<file path="config.mk">
export PLATFORM = sky130hd
export DESIGN_NAME = ext_int_extra_ctrl
export DESIGN_NICKNAME = d
export VERILOG_FILES = /design/src/core/xint_pkg.sv /design/src/core/edge_catcher.sv /design/src/core/ext_int_extra_ctrl.sv
export VERILOG_INCLUDE_DIRS = /design/src /design/src/core
export SDC_FILE = /design/constraint.sdc
export NUM_CORES = 1
export LEC_CHECK = 0
export BUFFER_PORTS_ARGS = -buffer_cell sky130_fd_sc_hd__buf_2
export CAP_MARGIN = 0
export CORE_ASPECT_RATIO = 0.8
export CORE_MARGIN = 5
export CORE_UTILIZATION = 45
export DETAILED_ROUTE_END_ITERATION = 16
export PLACE_DENSITY_LB_ADDON = 0.08
export SETUP_SLACK_MARGIN = 0.02
export SYNTH_ARGS = -nofsm -noshare
export SYNTH_HDL_FRONTEND = slang
export SYNTH_HIERARCHICAL = 1
export SYNTH_SLANG_ARGS = --single-unit
export TNS_END_PERCENT = 50
</file>
<file path="constraint.sdc">
create_clock -name clock -period 2.15 [get_ports clock]
set_input_delay 0.1075 -clock clock [delete_from_list [all_inputs] [get_ports clock]]
set_output_delay 0.1075 -clock clock [all_outputs]
set_load 0.01 [all_outputs]
</file>
<file path="src/core/xint_regs.svh">
// xint_regs.svh: offsets, field positions, reset values and vector table
// assumes: included by the extended interrupt controller files only
`ifndef XINT_REGS_SVH
`define XINT_REGS_SVH

`define CTRL_ADDR      8'hC0
`define PORT_ADDR      8'hD8
`define CTRL_BIT_BASE  8'hC0
`define PORT_BIT_BASE  8'hD8

`define F_IT2          0
`define F_IE2          1
`define F_EX2          2
`define F_PX2          3
`define F_IT3          4
`define F_IE3          5
`define F_EX3          6
`define F_PX3          7

`define CTRL_RESET     8'h00
`define PORT_RESET     4'hF

`define VEC_BASE       8'h03
`define VEC_STEP       8'h08

`endif

</file>
<file path="src/core/xint_pkg.sv">
// xint_pkg.sv: types for the extended interrupt controller
// assumes: nothing beyond a SystemVerilog tool
package xint_pkg;
	typedef enum logic [1:0] {
		ST_IDLE    = 2'b00,
		ST_REQUEST = 2'b01,
		ST_SERVICE = 2'b10
	} arb_state_type;

	typedef logic [7:0] sfr_byte_type;
endpackage : xint_pkg

</file>
<file path="src/core/edge_catcher.sv">
// edge_catcher.sv: one external request input with pending flag
// assumes: pin is synchronous to clock, low active
`timescale 1ns/1ps
`default_nettype none
module edge_catcher (
	input  wire logic clock,
	input  wire logic rst,
	input  wire logic pin_n,
	input  wire logic edge_sel,
	input  wire logic sw_set,
	input  wire logic sw_clr,
	input  wire logic serviced,
	output var  logic flag,
	output var  logic request
);
	logic prev_ff;
	logic nxt_prev;
	logic flag_ff;
	logic nxt_flag;
	logic fall;

	// -------------------------------------------------------------
	// edge detect and pending flag
	// -------------------------------------------------------------
	always_comb begin
		fall     = prev_ff & ~pin_n;
		nxt_prev = pin_n;
		nxt_flag = flag_ff;
		if (sw_clr || (serviced && edge_sel))
			nxt_flag = 1'b0;
		if (sw_set)
			nxt_flag = 1'b1;
		if (edge_sel && fall)
			nxt_flag = 1'b1;
	end

	always_ff @(posedge clock) begin
		if (rst) begin
			prev_ff <= 1'b1;
			flag_ff <= 1'b0;
		end else begin
			prev_ff <= nxt_prev;
			flag_ff <= nxt_flag;
		end
	end

	assign flag    = flag_ff;
	assign request = edge_sel ? flag_ff : ~pin_n;

	edge_sets_flag_a: assert property (@(posedge clock) disable iff (rst)
		(edge_sel && fall) |=> flag_ff)
		else $error("edge not captured");

	service_clear_a: assert property (@(posedge clock) disable iff (rst)
		(serviced && edge_sel && !sw_set && !fall) |=> !flag_ff)
		else $error("pending not cleared on service");
endmodule : edge_catcher
`default_nettype wire

</file>
<file path="src/core/ext_int_extra_ctrl.sv">
// ext_int_extra_ctrl.sv: extra control register, nibble port and 8-source arbiter
// assumes: core drives sfr byte and bit accesses synchronous to clock
// Summary of operation
// - the extra control register sits at sfr 0C0H and is bit addressable.
// - bits 7..0 are priority, enable, pending, edge select of source 3, then the same for source 2.
// - bit address 0C2H is the source 2 enable.
// - a set priority bit puts the source at high level, clear at low level.
// - an added source only requests while its enable bit is set.
// - edge select set means falling edge, clear means low level.
// - in edge mode the pending flag is set by hardware on an edge and cleared on service.
// - the eight sources vector to 03H, 0BH, 13H, 1BH, 23H, 2BH, 33H and 3BH.
// - within one priority level sources are served in fixed order 0 to 7.
// - original sources gate with enable register bits 0..5, source 6 with extra control bit 2, source 7 with extra control bit 6.
// - external 0 and 1 take trigger type from timer control bits 0 and 2; sources 6 and 7 from extra control bits 0 and 4.
// - a bit addressable port at sfr 0D8H implements bits 3..0 like port 1.
// - the upper two port pins also serve as the added interrupt inputs.
// - the port resets to all ones.
`timescale 1ns/1ps
`default_nettype none
`include "xint_regs.svh"
module ext_int_extra_ctrl (
	input  wire logic              clock,
	input  wire logic              rst,
	input  wire logic [7:0]        sfr_addr,
	input  wire xint_pkg::sfr_byte_type sfr_wdata,
	input  wire logic              sfr_wr,
	input  wire logic              sfr_rd,
	input  wire logic [7:0]        bit_addr,
	input  wire logic              bit_wr,
	input  wire logic              bit_val,
	input  wire logic [7:0]        interrupt_enable_reg,
	input  wire logic [7:0]        timer_control_reg,
	input  wire logic [5:0]        core_requests,
	input  wire logic [5:0]        core_prio_high,
	input  wire logic              int_ack,
	input  wire logic [3:0]        nibble_port_in,
	output var  xint_pkg::sfr_byte_type sfr_rdata,
	output var  logic              int_req,
	output var  logic [7:0]        int_vector,
	output var  logic [2:0]        int_source,
	output var  logic              int_high,
	output var  logic [3:0]        nibble_port_out,
	output var  logic [3:0]        nibble_port_oe,
	output var  logic              ext0_edge_mode,
	output var  logic              ext1_edge_mode
);
	import xint_pkg::*;

	// -------------------------------------------------------------
	// registers
	// -------------------------------------------------------------
	logic [7:0]    ctrl_ff, nxt_ctrl;
	logic [3:0]    port_ff, nxt_port;
	sfr_byte_type  rdata_ff, nxt_rdata;
	arb_state_type state_ff, nxt_state;
	logic [2:0]    src_ff, nxt_src;
	logic          high_ff, nxt_high;
	logic          req_ff, nxt_req;
	logic [7:0]    vec_ff, nxt_vec;
	logic          e0_ff, e1_ff;

	logic          flag2, flag3, rq2, rq3;
	logic          set2, clr2, set3, clr3;
	logic          svc2, svc3;
	logic [7:0]    pend, gate, prio;
	logic [7:0]    hi_req, lo_req;
	logic          found;
	logic [2:0]    pick;
	logic          pick_hi;

	wire ctrl_byte = sfr_wr && (sfr_addr == `CTRL_ADDR);
	wire port_byte = sfr_wr && (sfr_addr == `PORT_ADDR);
	wire ctrl_bit  = bit_wr && (bit_addr[7:3] == 5'(`CTRL_BIT_BASE >> 3));
	wire port_bit  = bit_wr && (bit_addr[7:3] == 5'(`PORT_BIT_BASE >> 3)) && !bit_addr[2];

	always_comb begin
		set2 = (ctrl_byte && sfr_wdata[`F_IE2]) || (ctrl_bit && bit_addr[2:0] == 3'd`F_IE2 && bit_val);
		clr2 = (ctrl_byte && !sfr_wdata[`F_IE2]) || (ctrl_bit && bit_addr[2:0] == 3'd`F_IE2 && !bit_val);
		set3 = (ctrl_byte && sfr_wdata[`F_IE3]) || (ctrl_bit && bit_addr[2:0] == 3'd`F_IE3 && bit_val);
		clr3 = (ctrl_byte && !sfr_wdata[`F_IE3]) || (ctrl_bit && bit_addr[2:0] == 3'd`F_IE3 && !bit_val);
		svc2 = int_ack && state_ff == ST_REQUEST && src_ff == 3'd6;
		svc3 = int_ack && state_ff == ST_REQUEST && src_ff == 3'd7;
	end

	// -------------------------------------------------------------
	// added external sources, pins shared with the nibble port
	// -------------------------------------------------------------
	edge_catcher u_src2 (
		.clock    (clock),
		.rst      (rst),
		.pin_n    (nibble_port_in[2] & port_ff[2]),
		.edge_sel (ctrl_ff[`F_IT2]),
		.sw_set   (set2),
		.sw_clr   (clr2),
		.serviced (svc2),
		.flag     (flag2),
		.request  (rq2)
	);

	edge_catcher u_src3 (
		.clock    (clock),
		.rst      (rst),
		.pin_n    (nibble_port_in[3] & port_ff[3]),
		.edge_sel (ctrl_ff[`F_IT3]),
		.sw_set   (set3),
		.sw_clr   (clr3),
		.serviced (svc3),
		.flag     (flag3),
		.request  (rq3)
	);

	// -------------------------------------------------------------
	// control register and port
	// -------------------------------------------------------------
	always_comb begin
		nxt_ctrl = ctrl_ff;
		nxt_port = port_ff;
		if (ctrl_byte)
			nxt_ctrl = sfr_wdata;
		if (ctrl_bit)
			nxt_ctrl[bit_addr[2:0]] = bit_val;
		nxt_ctrl[`F_IE2] = flag2;
		nxt_ctrl[`F_IE3] = flag3;
		if (port_byte)
			nxt_port = sfr_wdata[3:0];
		if (port_bit)
			nxt_port[bit_addr[1:0]] = bit_val;
		nxt_rdata = rdata_ff;
		if (sfr_rd) begin
			case (sfr_addr)
				`CTRL_ADDR: nxt_rdata = {ctrl_ff[7:6], flag3, ctrl_ff[4:2], flag2, ctrl_ff[0]};
				`PORT_ADDR: nxt_rdata = {4'h0, nibble_port_in};
				default:    nxt_rdata = 8'h00;
			endcase
		end
	end

	// -------------------------------------------------------------
	// source table and arbitration
	// -------------------------------------------------------------
	always_comb begin
		pend = {rq3, rq2, core_requests};
		gate = {ctrl_ff[`F_EX3], ctrl_ff[`F_EX2], interrupt_enable_reg[5:0]};
		prio = {ctrl_ff[`F_PX3], ctrl_ff[`F_PX2], core_prio_high};
		hi_req = pend & gate & prio & {8{interrupt_enable_reg[7]}};
		lo_req = pend & gate & ~prio & {8{interrupt_enable_reg[7]}};
		found = 1'b0;
		pick = 3'd0;
		pick_hi = 1'b0;
		for (int i = 7; i >= 0; i--) begin
			if (lo_req[i]) begin
				found = 1'b1;
				pick = 3'(i);
			end
		end
		for (int i = 7; i >= 0; i--) begin
			if (hi_req[i]) begin
				pick_hi = 1'b1;
				pick = 3'(i);
			end
		end
		found = found | pick_hi;

		nxt_state = state_ff;
		nxt_src = src_ff;
		nxt_high = high_ff;
		nxt_req = req_ff;
		nxt_vec = vec_ff;
		case (state_ff)
			ST_IDLE: begin
				if (found) begin
					nxt_state = ST_REQUEST;
					nxt_src = pick;
					nxt_high = pick_hi;
					nxt_req = 1'b1;
					nxt_vec = `VEC_BASE + {2'b00, pick, 3'b000};
				end
			end
			ST_REQUEST: begin
				if (int_ack) begin
					nxt_state = ST_SERVICE;
					nxt_req = 1'b0;
				end
			end
			ST_SERVICE: begin
				nxt_state = ST_IDLE;
			end
			default: begin
				nxt_state = ST_IDLE;
				nxt_req = 1'b0;
			end
		endcase
	end

	always_ff @(posedge clock) begin
		if (rst) begin
			ctrl_ff  <= `CTRL_RESET;
			port_ff  <= `PORT_RESET;
			rdata_ff <= 8'h00;
			state_ff <= ST_IDLE;
			src_ff   <= 3'h0;
			high_ff  <= 1'b0;
			req_ff   <= 1'b0;
			vec_ff   <= 8'h00;
			e0_ff    <= 1'b0;
			e1_ff    <= 1'b0;
		end else begin
			ctrl_ff  <= nxt_ctrl;
			port_ff  <= nxt_port;
			rdata_ff <= nxt_rdata;
			state_ff <= nxt_state;
			src_ff   <= nxt_src;
			high_ff  <= nxt_high;
			req_ff   <= nxt_req;
			vec_ff   <= nxt_vec;
			e0_ff    <= timer_control_reg[0];
			e1_ff    <= timer_control_reg[2];
		end
	end

	always_comb begin
		sfr_rdata       = rdata_ff;
		int_req         = req_ff;
		int_vector      = vec_ff;
		int_source      = src_ff;
		int_high        = high_ff;
		nibble_port_out = port_ff;
		nibble_port_oe  = ~port_ff; // quasi bidirectional: drive low only
		ext0_edge_mode  = e0_ff;
		ext1_edge_mode  = e1_ff;
	end

	// -------------------------------------------------------------
	// checks
	// -------------------------------------------------------------
	vector_map_a: assert property (@(posedge clock) disable iff (rst)
		req_ff |-> vec_ff == `VEC_BASE + {2'b00, src_ff, 3'b000})
		else $error("vector does not match source");
	disabled_src2_a: assert property (@(posedge clock) disable iff (rst)
		(state_ff == ST_IDLE && found && !ctrl_ff[`F_EX2]) |=> src_ff != 3'd6)
		else $error("disabled source 2 taken");
	high_wins_a: assert property (@(posedge clock) disable iff (rst)
		(state_ff == ST_IDLE && |hi_req) |=> high_ff)
		else $error("high level not preferred");
	bit_enable_a: assert property (@(posedge clock) disable iff (rst)
		(bit_wr && bit_addr == 8'hC2 && bit_val) |=> ctrl_ff[`F_EX2])
		else $error("bit set of source 2 enable lost");
	port_reset_a: assert property (@(posedge clock)
		rst |=> port_ff == `PORT_RESET && ctrl_ff == `CTRL_RESET)
		else $error("reset values wrong");
	order_low_a: assert property (@(posedge clock) disable iff (rst)
		(state_ff == ST_IDLE && hi_req == 8'h00 && lo_req[0]) |=> src_ff == 3'd0)
		else $error("polling order broken");
	edge_mode_a: assert property (@(posedge clock) disable iff (rst)
		1'b1 |=> ext0_edge_mode == $past(timer_control_reg[0]))
		else $error("external 0 trigger type wrong");
endmodule : ext_int_extra_ctrl
`default_nettype wire

</file>
# Yosys cells after proc, flatten, opt, wreduce, memory -nomap -nowiden
# Cells that the tools add are included.
# W data, S select, Z words.
[totals]
reg_bits = 41
in_bits = 63
output_inout_bits = 31
[classes]
add_sub_neg = 1
magnitude_cmp = 4
n_eq_ne = 12
mux = 57
n_bitwise = 15
reduce_logical = 40
[ops]
columns = ["cell", "count"]
rows = [
  ["$mux W3", 16],
  ["$and A8 B8 Y8", 5],
  ["$mux W1", 28],
  ["$logic_and A1 B1 Y1", 24],
  ["$eq A8 B8 Y1 const B", 2],
  ["$mux W8", 2],
  ["$pmux W8 S2", 1],
  ["$eq A5 B5 Y1 const B", 2],
  ["$eq A3 B3 Y1 const B", 3],
  ["$bwmux W8", 1],
  ["$mux W4", 2],
  ["$not A8 Y8", 1],
  ["$add A2 B6 Y7 const A", 1],
  ["$logic_or A1 B1 Y1", 6],
  ["$reduce_bool A3 Y1", 2],
  ["$and A1 B1 Y1", 4],
  ["$bwmux W4", 1],
  ["$logic_not A1 Y1", 4],
  ["$lt A3 B4 Y1 const B", 1],
  ["$mux W2", 2],
  ["$ne A2 B2 Y1 const B", 2],
  ["$not A4 Y4", 1],
  ["$pmux W2 S2", 1],
  ["$reduce_and A2 Y1", 2],
  ["other kinds (13)", 15],
]

# Depth between registers and ports, before layout
[logic_depth]
depth_word = 23
mapped_depth = 9

# Hierarchy
# Netlist, hierarchy kept.
[by_module_without_submodules]
columns = ["mod", "n_inst", "cells_each", "area_each_um2", "seq_area_each_um2"]
rows = [
  ["ext_int_extra_ctrl", 1, 226, 1798.0, 560.5],
  ["edge_catcher", 2, 9, 92.6, 40.0],
]

# Worst setup path after synthesis
# OpenSTA, ideal clock, no wires.
[synth_timing]
path_kind = "reg2reg"
start = "register port_ff[3] (netlist: nibble_port_out[3])"
end = "register src_ff[2] (netlist: int_source[2])"
setup_ns = 0.133
arrival_time_ns = 1.564
required_ns = 2.017
slack_ns = 0.454
path_stages_with_launch = 8
path_buffers = 0
synth_period_minus_slack_ns = 1.696
path_cell_list = "dfxtp_1 > and2_1 > mux2i_1 > nand4_1 > nand4_1 > nor4_4 > or2_4 > a211oi_2"
[synth_between]
elab_chain_len = 22
elab_cells_between_ends = 42
classes_between = "33 x mux; 8 x bitwise; 1 x reduce/logical"
[synth_rtl]
columns = ["item", "line_no", "rtl"]
rows = [
  ["start: declaration", "ext_int_extra_ctrl.sv:53", "logic [3:0] port_ff, nxt_port;"],
  ["start signal: assignment", "ext_int_extra_ctrl.sv:198", "port_ff <= `PORT_RESET;"],
  ["start signal: assignment", "ext_int_extra_ctrl.sv:209", "port_ff <= nxt_port;"],
  ["$and A1 B1 Y1 *", "ext_int_extra_ctrl.sv:103", ".pin_n (nibble_port_in[3] & port_ff[3]),"],
  ["$not A1 Y1 *", "edge_catcher.sv:48", "assign request = edge_sel ? flag_ff : ~pin_n;"],
  ["$mux W1 *", "edge_catcher.sv:48", ""],
  ["via rq3", "ext_int_extra_ctrl.sv:62", "logic flag2, flag3, rq2, rq3;"],
  ["$and A8 B8 Y8 *", "ext_int_extra_ctrl.sv:145, ext_int_extra_ctrl.sv:146", ""],
  ["$and A8 B8 Y8 (2 in a row)", "ext_int_extra_ctrl.sv:146", "lo_req = pend & gate & ~prio & {8{interrupt_enable_reg[7]}};"],
  ["$mux W3 (8 in a row)", "ext_int_extra_ctrl.sv:151", "if (lo_req[i]) begin"],
  ["$mux W3 (8 in a row)", "ext_int_extra_ctrl.sv:157", "if (hi_req[i]) begin"],
  ["end signal: assignment", "ext_int_extra_ctrl.sv:212", "src_ff <= nxt_src;"],
  ["end: declaration", "ext_int_extra_ctrl.sv:56", "logic [2:0] src_ff, nxt_src;"],
]
# Mark *: on every way through the listed nets, which the timed path passes. The rest lies on a longest branch.
# A chain may end at the register's enable or synchronous reset.

# Worst setup path in the final report
# Same ends and word-level chain as after synthesis.

==> metrics.txt <==
status completed; clock sinks 32; Synth async-reset ratio 0%; GPL Wtd Cong 0.835; largest net degree at the start of global routing 34; area share of the largest cell type after synthesis 32.3%; clk root buf clkbuf_8; placed cell count 371; Final ANT Viol Nets 0; routed wire length 5.11 mm; Final nets 386; # DRC 0; Flop pwr share 43.3%; I/O Pins 94; routed via count 2,021; max cap viols 0; layout cells sized above 1 33.3%; worst-skew pair later-pin latency 290 ps; I/O Buffers 83; CTS resizes 0; initial core utilization 46.9%; CTS buffer count 5; initial antenna violation count 0; synth top area cells dfxtp_1 (32%), nand2_1 (4.9%), nand4_1 (4.1%), a21oi_1 (3.5%), nor2_1 (3.2%); Distinct cells, synth 51; Die Ht 69.4 µm; row cnt 21; Antenna Diode Count 0; final non-filler cell total 381; Yosys warning count 6; Net Switching 379 µW; most frequent cell after synthesis dfxtp_1; Max transition margin 61.7%; Final Cycle Share 92.3%; commonest cells in the netlist dfxtp_1 (32), nand2_1 (26), nor2_1 (17); Pre-antenna DRT Iters 5; Max clock buf depth 2; leakage 1.13 nW; grt ovf 0; Area Overhead vs Synth 26.4%; global-route wire length before repair 8.59 mm; CP Data Arrival Time 2130 ps; core area 4230 µm²; Setup Fix Bufs, Post-CTS 0; First DRT Iteration DRCs 124; DR vias/cell 5.30; Slew Viols, Final 0; power density over the cells 579 nW/µm²; Gate power share 17.0%; Post-synth EDFFs 0; CP max FO 5; wire per inst 13.4 µm; cell internal pwr 1.07 mW; CP Data Required Time 2300 ps; Worst Max-Slew Pin Slew 574 ps; Final HPWL DP 4.03 mm; Seq cells post-synth 32; DIE WIDTH 84.2 µm; clk slew on worst S/H paths 70 ps; sequential element share of the synthesized area 32.3%; FMAX 0.504 GHz; vias in the first global route 1,854; top_reg_cell synth dfxtp_1; die area 5840 µm²; RSZ-0062 raised after global routing no; Tmin final 1980 ps; Final TNS setup 0 ps; Mapped Area 1980 µm²; Worst Clk Skew 3.22 ps; design area 2510 µm²; Syn Area/Cell 8.13 µm²; Gate Count Post-Synth 244; CTS tree done; leading area contributor after synthesis dfxtp_1; Total GRT Usage 17.7%; endpoints failing hold 0; CP Capture Type flip-flop; Max VDD drop 0.334 mV; CTS H-tree depth 2; post-place instance area 2380 µm²; clock power share 39.7%; critical path launch point type flip-flop; Sw Ratio 26.1%; CP Class reg2reg; Hold WC Path Type in2reg; Hold Buf Count CTS 0; Setup-failing EPs final 0
worst max-delay path, cell delays in order, from the launching register on:
cell	delay, ps
dfxtp_1	390
and2_1	200
mux2i_1	120
and4b_1	200
nand4bb_1	250
nor4_4	400
or2_4	220
a211oi_2	60
cell type report:
type	count	area (µm²)
multi-input combinational	187	1200
clock buffer	5	68.8
inverter	10	37.5
clock inverter	3	42.5
fill	405	1720
sequential	32	641
timing repair buffer	87	445
tap	57	71.3
power groups by stage:
stage / Combinational, mW / Clock [mW] / Sequential [mW]
floorplan: 0.141 / 0 / 0.649
finish: 0.247 / 0.576 / 0.629
global route: 0.276 / 0.622 / 0.632
global placement: 0.236 / 0 / 0.642
CTS: 0.241 / 0.590 / 0.629
detailed placement: 0.240 / 0 / 0.643
cells by family (layout without fill, tap and decap cells):
logic type             Yosys count  after routing  share of synthesized area, %
muxes                            6              6                          3.03
buffers and inverters           27            105                          7.51
other                            1              3                         0.189
AOI/OAI and AO/OA               49             49                          17.4
DFF                             32             32                          32.3
and+or+nand+nor                129            129                          39.6
path summary, 6_finish.rpt:
path                           endpoint  cells past startpoint  slack, ps                     startpoint
min reg2reg        int_req$_SDFFE_PP0P_                      2        460           int_req$_SDFFE_PP0P_
min           ext0_edge_mode$_SDFF_PP0_                      2         30           timer_control_reg[0]
max          int_source[2]$_SDFFE_PP0P_                      7        170  nibble_port_out[3]$_SDFF_PP1_
max reg2reg  int_source[2]$_SDFFE_PP0P_                      7        170  nibble_port_out[3]$_SDFF_PP1_
flip-flops by register name, summed over array words and instances, names as in the netlist, 2 cells and up:
| name | flops |
|---|---|
| ctrl_ff | 6 |
| int_source | 3 |
| nibble_port_out | 4 |
| sfr_rdata | 8 |
| state_ff | 2 |
stage by stage:
step	setup WS, ps	util (%)	hold WS, ps	power [mW]
final	166	59.3	31.8	1.45
after global routing	6.99	59.3	30.5	1.53
after CTS	215	58.9	26.3	1.46
after detailed placement	212	56.3	326	0.882
after global placement	312	56.3	322	0.878
after floorplan	454	-	179	0.790
metal layers:
metal	track usage, %	part of all wire (%)	up-vias
met5	0	0	-
met4	6.07	0.25	0
met3	4.75	8.7	2
met2	26.4	44	79
met1	24.4	47	896
li1	-	-	1044
cell usage in the layout, fill, tap and decap left out, types with 8 or more instances in the layout:
cell and count:
dfxtp_1 32, buf_2 83, inv_1 10, nor2_1 17, nand2b_1 8, a21oi_1 14
nor2b_1 10, nand2_1 26, nand4_1 13
Power figures use the tool's default switching activity.
